[config.mk]
export PLATFORM = sky130hd
export DESIGN_NAME = adc_conv_seq
export DESIGN_NICKNAME = d
export VERILOG_FILES = /design/src/hw/adc_seq_pkg.sv /design/src/hw/word_buffer.sv /design/src/hw/adc_conv_seq.sv
export SDC_FILE = /design/constraint.sdc
export NUM_CORES = 1
export LEC_CHECK = 0
export BUFFER_PORTS_ARGS = -buffer_cell sky130_fd_sc_hd__buf_2
export CAP_MARGIN = 20
export CORE_MARGIN = 2
export CORE_UTILIZATION = 30
export CTS_BUF_LIST = sky130_fd_sc_hd__clkbuf_4 sky130_fd_sc_hd__clkbuf_8 sky130_fd_sc_hd__clkbuf_16
export CTS_CLUSTER_SIZE = 10
export DETAILED_ROUTE_END_ITERATION = 10
export PLACE_DENSITY = 0.56
export SKIP_CTS_REPAIR_TIMING = 1
export SLEW_MARGIN = 10
export SYNTH_ARGS = -nofsm -noshare
export SYNTH_HDL_FRONTEND = slang
export SYNTH_SLANG_ARGS = --single-unit
[constraint.sdc]
create_clock -name ref_clk -period 5.8 [get_ports ref_clk]
set_clock_uncertainty 0.15 [all_clocks]
set_input_delay 1.74 -clock ref_clk [delete_from_list [all_inputs] [get_ports ref_clk]]
set_output_delay 1.74 -clock ref_clk [all_outputs]
set_load 0.005 [all_outputs]
[src/hw/adc_seq_pkg.sv]
// Constants and types for the serial converter sequencing block.
package adc_seq_pkg;
    localparam int CLK_PERIOD_NS = 100;
    localparam int RESULT_BITS = 16;
    // Longest busy-low time, in microseconds.
    localparam int BUSY_LOW_MAX_US = 3;
    localparam int BUSY_LOW_CYC = (BUSY_LOW_MAX_US * 1000) / CLK_PERIOD_NS;
    // Delay from end of conversion to busy rising, in nanoseconds.
    localparam int BUSY_DELAY_NS = 100;
    localparam int BUSY_DELAY_CYC = (BUSY_DELAY_NS / CLK_PERIOD_NS) < 1 ?
        1 : BUSY_DELAY_NS / CLK_PERIOD_NS;
    // Internal conversion time; busy rises after it plus the busy delay.
    localparam int CONV_CYC = BUSY_LOW_CYC - BUSY_DELAY_CYC;
    // Start-to-first internal shift clock delay, in nanoseconds.
    localparam int SCLK_DELAY_NS = 260;
    localparam int SCLK_DELAY_CYC = (SCLK_DELAY_NS / CLK_PERIOD_NS) < 1 ?
        1 : SCLK_DELAY_NS / CLK_PERIOD_NS;
    // Internal shift clock period, in nanoseconds; one half per cycle min.
    localparam int SCLK_PERIOD_NS = 150;
    localparam int SCLK_HALF_CYC = (SCLK_PERIOD_NS / 2 / CLK_PERIOD_NS) < 1 ?
        1 : SCLK_PERIOD_NS / 2 / CLK_PERIOD_NS;
    // Least time the old result stays valid after a start, in nanoseconds.
    localparam int OLD_VALID_NS = 2200;
    localparam int OLD_VALID_CYC = (OLD_VALID_NS + CLK_PERIOD_NS - 1) /
        CLK_PERIOD_NS;
    localparam logic [15:0] RESULT_RESET = 16'h0000;
    localparam logic [15:0] SIGN_FLIP = 16'h8000;
    localparam logic [4:0] PULSE_COUNT = 5'h10;

    typedef enum logic [1:0] {
        ST_IDLE = 2'b00,
        ST_CONV = 2'b01,
        ST_DONE = 2'b10
    } conv_state_t;
endpackage

[src/hw/word_buffer.sv]
// Two-entry valid/ready buffer for converted result words.
`timescale 1ns/1ps
module word_buffer #(
    parameter int WIDTH = 16
) (
    input wire logic ref_clk,
    input wire logic rst,
    input wire logic clk_en,
    input wire logic in_valid,
    output logic in_ready,
    input wire logic [WIDTH-1:0] in_data,
    output logic out_valid,
    input wire logic out_ready,
    output logic [WIDTH-1:0] out_data
);
    typedef struct packed {
        logic [1:0][WIDTH-1:0] mem;
        logic [1:0] count;
    } buf_state_t;

    buf_state_t cur;
    buf_state_t next_cur;
    logic push;
    logic pop;

    assign in_ready = (cur.count != 2'h2);
    assign out_valid = (cur.count != 2'h0);
    assign out_data = cur.mem[0];
    assign push = in_valid && in_ready && clk_en;
    assign pop = out_valid && out_ready && clk_en;

    always_comb begin
        next_cur = cur;
        if (pop) begin
            next_cur.mem[0] = cur.mem[1];
        end
        if (push) begin
            if (pop) begin
                next_cur.mem[cur.count - 2'h1] = in_data;
            end else begin
                next_cur.mem[cur.count[0]] = in_data;
            end
        end
        next_cur.count = cur.count + {1'b0, push} - {1'b0, pop};
    end

    always_ff @(posedge ref_clk or posedge rst) begin
        if (rst) begin
            cur <= '0;
        end else begin
            cur <= next_cur;
        end
    end
endmodule

[src/hw/adc_conv_seq.sv]
// Conversion sequencing and serial result output for a 16-bit SAR converter.
//
// Function
// - Read/convert fall with select low starts conversion.
// - Busy low at most 3 us, late 100 ns.
// - Internal shift clock starts 260 ns, period 150; here it starts 200 ns after busy falls, with a period of 200 ns.
// - Previous result stays valid at least 2.2 us.
// - Coding: offset binary or two's complement zero.
// - Exactly sixteen internal pulses, low between conversions.
// - Select fall with read/convert low starts conversion.
// - Sleep request blocks starts and keeps result.
`timescale 1ns/1ps
module adc_conv_seq
    import adc_seq_pkg::*;
(
    input wire logic ref_clk,
    input wire logic rst,
    input wire logic clk_en,
    input wire logic read_convert,
    input wire logic select_n,
    input wire logic sleep_request,
    input wire logic shift_clock_source_sel,
    input wire logic output_code_format_sel,
    input wire logic shift_clock_in,
    input wire logic [15:0] sar_result,
    output logic busy_n,
    output logic shift_clock_out,
    output logic shift_clock_oe,
    output logic data_out,
    output logic result_valid,
    input wire logic result_ready,
    output logic [15:0] result_word
);
    typedef struct packed {
        logic [1:0] rc_sync;
        logic [1:0] cs_sync;
        logic [1:0] pd_sync;
        logic [1:0] ck_sync;
        logic [1:0] src_sync;
        logic [1:0] fmt_sync;
        logic start_ok;
        logic ck_last;
        conv_state_t state;
        logic [7:0] timer;
        logic [7:0] sclk_timer;
        logic [4:0] pulses;
        logic sclk;
        logic [15:0] shreg;
        logic [15:0] result;
        logic busy_n;
        logic push;
        logic load_due;
    } seq_state_t;

    seq_state_t cur;
    seq_state_t next_cur;
    logic start_level;
    logic start_edge;
    logic ext_edge;
    logic buf_ready;
    logic [15:0] coded;
    logic shifting;
    localparam int BUSY_RISE_MAX = BUSY_LOW_CYC + 1;

    // Both inputs are or'd internally, so either falling edge can start.
    assign start_level = ~(cur.rc_sync[1] | cur.cs_sync[1]);
    assign start_edge = start_level && cur.start_ok;
    assign ext_edge = cur.ck_sync[1] && !cur.ck_last;
    // Straight binary flips the top bit of the two's complement result.
    assign coded = cur.fmt_sync[1] ? (sar_result ^ SIGN_FLIP) :
        sar_result;
    // At this clock sixteen pulses outlast busy by a few cycles, so the
    // clock runs on until the last one and then stays low.
    assign shifting = !cur.src_sync[1] && cur.pulses != PULSE_COUNT &&
        (cur.state != ST_IDLE || cur.sclk_timer != 8'h00);

    always_comb begin
        next_cur = cur;
        next_cur.rc_sync = {cur.rc_sync[0], read_convert};
        next_cur.cs_sync = {cur.cs_sync[0], select_n};
        next_cur.pd_sync = {cur.pd_sync[0], sleep_request};
        next_cur.ck_sync = {cur.ck_sync[0], shift_clock_in};
        next_cur.src_sync = {cur.src_sync[0], shift_clock_source_sel};
        next_cur.fmt_sync = {cur.fmt_sync[0], output_code_format_sel};
        next_cur.ck_last = cur.ck_sync[1];
        next_cur.start_ok = !start_level;
        next_cur.push = 1'b0;
        case (cur.state)
            ST_IDLE: begin
                // A start in sleep is dropped and the result is kept.
                if (start_edge && !cur.pd_sync[1]) begin
                    next_cur.state = ST_CONV;
                    next_cur.timer = 8'h00;
                    next_cur.busy_n = 1'b0;
                    next_cur.pulses = 5'h00;
                    next_cur.sclk_timer = 8'h00;
                end
            end
            ST_CONV: begin
                next_cur.timer = cur.timer + 8'h01;
                if (cur.timer == 8'(CONV_CYC - 1)) begin
                    next_cur.state = ST_DONE;
                    next_cur.timer = 8'h00;
                    next_cur.result = coded;
                end
            end
            ST_DONE: begin
                next_cur.timer = cur.timer + 8'h01;
                if (cur.timer == 8'(BUSY_DELAY_CYC - 1)) begin
                    next_cur.state = ST_IDLE;
                    next_cur.busy_n = 1'b1;
                    next_cur.load_due = 1'b1;
                    next_cur.push = 1'b1;
                end
            end
            default: begin
                next_cur.state = ST_IDLE;
            end
        endcase
        // Internal mode shifts the previous word out during conversion.
        if (shifting) begin
            next_cur.sclk_timer = cur.sclk_timer + 8'h01;
            if (cur.sclk_timer == 8'(SCLK_DELAY_CYC - 1)) begin
                next_cur.sclk = 1'b1;
            end else if (cur.sclk_timer >= 8'(SCLK_DELAY_CYC) &&
                ((cur.sclk_timer - 8'(SCLK_DELAY_CYC - 1)) %
                8'(SCLK_HALF_CYC)) == 8'h00) begin
                next_cur.sclk = !cur.sclk;
                if (cur.sclk) begin
                    next_cur.pulses = cur.pulses + 5'h01;
                    next_cur.shreg = {cur.shreg[14:0], 1'b0};
                end
            end
        end else begin
            next_cur.sclk = 1'b0;
        end
        // External mode advances on the sampled host clock edge.
        if (cur.src_sync[1] && ext_edge && !cur.cs_sync[1] &&
            cur.rc_sync[1]) begin
            next_cur.shreg = {cur.shreg[14:0], 1'b0};
        end
        // In internal mode the new word waits until the old one has left on the clock; external mode loads it at once.
        if (cur.load_due &&
            (cur.src_sync[1] || cur.pulses == PULSE_COUNT)) begin
            next_cur.shreg = cur.result;
            next_cur.load_due = 1'b0;
        end
    end

    always_ff @(posedge ref_clk or posedge rst) begin
        if (rst) begin
            cur <= '0;
            cur.rc_sync <= 2'h3;
            cur.cs_sync <= 2'h3;
            cur.busy_n <= 1'b1;
            cur.state <= ST_IDLE;
        end else if (clk_en) begin
            cur <= next_cur;
        end
    end

    assign busy_n = cur.busy_n;
    assign shift_clock_out = cur.sclk;
    assign shift_clock_oe = !cur.src_sync[1];
    assign data_out = cur.shreg[15];

    word_buffer #(
        .WIDTH(RESULT_BITS)
    ) u_buf (
        .ref_clk(ref_clk),
        .rst(rst),
        .clk_en(clk_en),
        .in_valid(cur.push),
        .in_ready(buf_ready),
        .in_data(cur.result),
        .out_valid(result_valid),
        .out_ready(result_ready),
        .out_data(result_word)
    );
endmodule

==> insert_results.sql <==
INSERT INTO impl_metrics (metric_group, metric, value, unit) VALUES
('run_status', 'run_status', 'completed', ''),
('place', 'dp_hpwl', '6.94', 'mm'),
('critical_path', 'required', '5.89', 'ns'),
('clocking', 'clk_pin_slew_worst_paths', '0.07', 'ns'),
('yosys', 'post_synth_mux_area_share', '14.2', '%'),
('final_layout', 'final_core_utilization', '34.8', '%'),
('power_and_ir_drop', 'power_report.internal_total', '0.00141', 'W'),
('critical_path', 'crit_path_end_kind', 'flip-flop', ''),
('yosys', 'syn_area_per_cell', '11.9', 'µm²'),
('clocking', 'clock_root_buffer_master', 'clkbuf_16', ''),
('drt', 'detail-route-antenna-nets', '0', ''),
('yosys', 'synth-seq-area-share', '52.2', '%'),
('hold_path', 'min_delay_path_depth', '1', ''),
('critical_path', 'setup.reg_to_reg.worst_slack', '2.96', 'ns'),
('final_layout', 'stdcell_count', '686', ''),
('clocking', 'tritoncts.num_buffers', '9', ''),
('final_layout', 'drive_above_1_share', '30.9', '%'),
('yosys', 'synth_top_cells_by_area', 'dfrtp_1 (50%), mux2_2 (11%), ha_1 (3.4%)', ''),
('place', 'routabilityCongestion', '0.728', ''),
('final_layout', 'nets', '501', ''),
('clocking', 'tritoncts', 'done', ''),
('yosys', 'synth_largest_area_cell', 'dfrtp_1', ''),
('yosys', 'syn-cell-area', '0.00514', 'mm²'),
('floorplanning', 'core_area', '0.0167', 'mm²'),
('yosys', 'netlist_instances', '433', ''),
('drt', 'viasPerCell', '4.92', ''),
('critical_path', 'critical_path_class', 'in2reg', ''),
('floorplanning', 'number_of_standard_cell_rows_in_the_floorplan', '47', ''),
('global_route', 'overflow', '0', ''),
('global_route', 'grt_start_max_net_pins', '77', ''),
('global_route', 'grt_antenna_before_repair', '0', ''),
('final_layout', 'diodes', '0', ''),
('clocking', 'cts.htree.levels', '3', ''),
('yosys', 'synth_fa_ha_area_share', '3.40', '%'),
('drt', 'drc_errors', '0', ''),
('global_route', 'grtUsageTotal', '12.1', '%'),
('clocking', 'cts_max_path_buffers', '2', ''),
('hold_path', 'hold_path_class', 'reg2reg', ''),
('yosys', 'yosysTopAreaCellShare', '49.6', '%'),
('flow_run', 'drv.max_cap_violation_count', '0', ''),
('hold_path', 'worst_hold_path.endpoint', 'cur[56]', ''),
('drt', 'drt-total-wl', '10.4', 'mm'),
('sta', 'finalHoldViolCount', '0', ''),
('sta', 'drv_slew', '0', ''),
('clocking', 'clkLatencyLatePin', '0.35', 'ns'),
('floorplanning', 'initial_utilization', '30.8', '%'),
('global_route', 'wire_length_of_the_first_global_routing_pass', '17.6', 'mm'),
('power_and_ir_drop', 'fin_total_pwr', '0.00207', 'W'),
('floorplanning', 'dieWidth', '135', 'µm'),
('floorplanning', 'die-area', '0.0182', 'mm²'),
('power_and_ir_drop', 'switchingPower', '0.000653', 'W'),
('clocking', 'clkSinkCount', '107', ''),
('critical_path', 'r2r-start', 'cur[36]', ''),
('yosys', 'synth_area_in_xor_xnor', '1.02', '%'),
('place', 'placedCellCount', '669', ''),
('drt', 'num_vias', '3375', ''),
('critical_path', 'cp-start-kind', 'input pin', ''),
('sta', 'period_share', '58.7', '%'),
('critical_path', 'worst-path-max-fanout', '44', ''),
('power_and_ir_drop', 'share_clk_of_total_power', '30.5', '%'),
('sta', 'finalWorstSetupSlack', '2.39', 'ns'),
('yosys', 'synth.distinct_cells', '55', ''),
('drt', 'detail_route.wl_per_cell', '15.2', 'µm'),
('sta', 'tns', '0', 'ns'),
('sta', 'min_period', '3.41', 'ns'),
('critical_path', 'cp_data_arrival_time', '3.49', 'ns'),
('global_route', 'grt_pass1_vias', '3343', ''),
('power_and_ir_drop', 'power.ir.vdd_worst', '0.155', 'mV'),
('floorplanning', 'floorplan.die.height', '135', 'µm'),
('yosys', 'synth-main-ff-cell', 'dfrtp_1', ''),
('sta', 'grt_setup_unrepaired', 'false', '');
## power groups by stage
stage                     Combinational [W]  Sequential (W)  Clock, W
after CTS                          0.000457        0.000983  0.000653
final                              0.000452        0.000984  0.000631
after global routing               0.000512         0.00101  0.000684
after detailed placement           0.000455        0.000997         0
after global placement             0.000438        0.000991         0
after floorplan                    0.000370        0.000964         0
## area by class of cell
class	instances	area [µm²]
clock buffer	10	239
clock inverter	6	70.1
fill	1683	10900
inverter	39	149
multi-input combinational	253	2100
sequential	107	2680
tap	220	275
timing repair buffer	51	288
## sequential cells by signal (all words and copies together) (netlist names)
| name | count |
|---|---|
| busy_n | 1 |
| cur | 70 |
| data_out | 1 |
| shift_clock_out | 1 |
| u_buf.cur | 18 |
| u_buf.out_data | 16 |
## per-layer routing
metal / up-vias / part of all wire [%] / global-route usage [%]
li1: 1603 / - / -
met1: 1716 / 45 / 16.1
met2: 51 / 50 / 19.8
met3: 5 / 4.5 / 3.72
met4: 0 / 0.49 / 1.91
met5: - / 0 / 0
## logic make-up (layout without fill, tap and decap cells)
logic type      count (synthesis)  count (layout)
flops                         107             107
compound gates                 92              92
simple gates                   79              79
buf+inv                        73             106
mux                            62              62
fa+ha+maj                      14              14
xor+xnor                        6               6
## cells in the mapped netlist (all sizes together) (2+ instances only)
library cell,count
nand2,18
nor2,17
buf,22
a21oi,11
o21a,3
clkbuf,12
o31ai,3
a22o,16
o211ai,3
nor2b,2
mux2,59
a222oi,15
dfrtp,102
mux2i,3
o221a,2
dfstp,5
nand3,18
nor3,5
a211oi,3
inv,39
o2bb2ai,2
a31oi,3
nand2b,3
and3,4
ha,14
a32o,2
xnor2,6
o21ai,23
or2,2
## worst max path at each step
stage          slack (ns)  depth (start not counted)       to  startpoint
2_1_floorplan        1.10                          1   cur[0]         rst
3_3_place_gp         2.05                          4   cur[9]      clk_en
3_5_place_dp         1.98                          4  cur[13]      clk_en
4_1_cts              2.36                          4  cur[13]      clk_en
5_1_grt              2.27                          4   cur[4]      clk_en
6_report             2.39                          4   cur[9]      clk_en
## critical path, cell delays in order
cell	delay [ns]
buf_2	0.09
buf_4	0.40
and3_1	0.83
mux2_2	0.42
## through the flow
stage | hold WS, ns | instance area [µm²]
finish | 0.328 | 5810
global route | 0.355 | 5810
CTS | 0.333 | 5780
detailed placement | 0.314 | 5470
global placement | 0.307 | 5470
floorplan | 0.287 | 5140
Note: power is estimated with default switching activity, not from simulation.
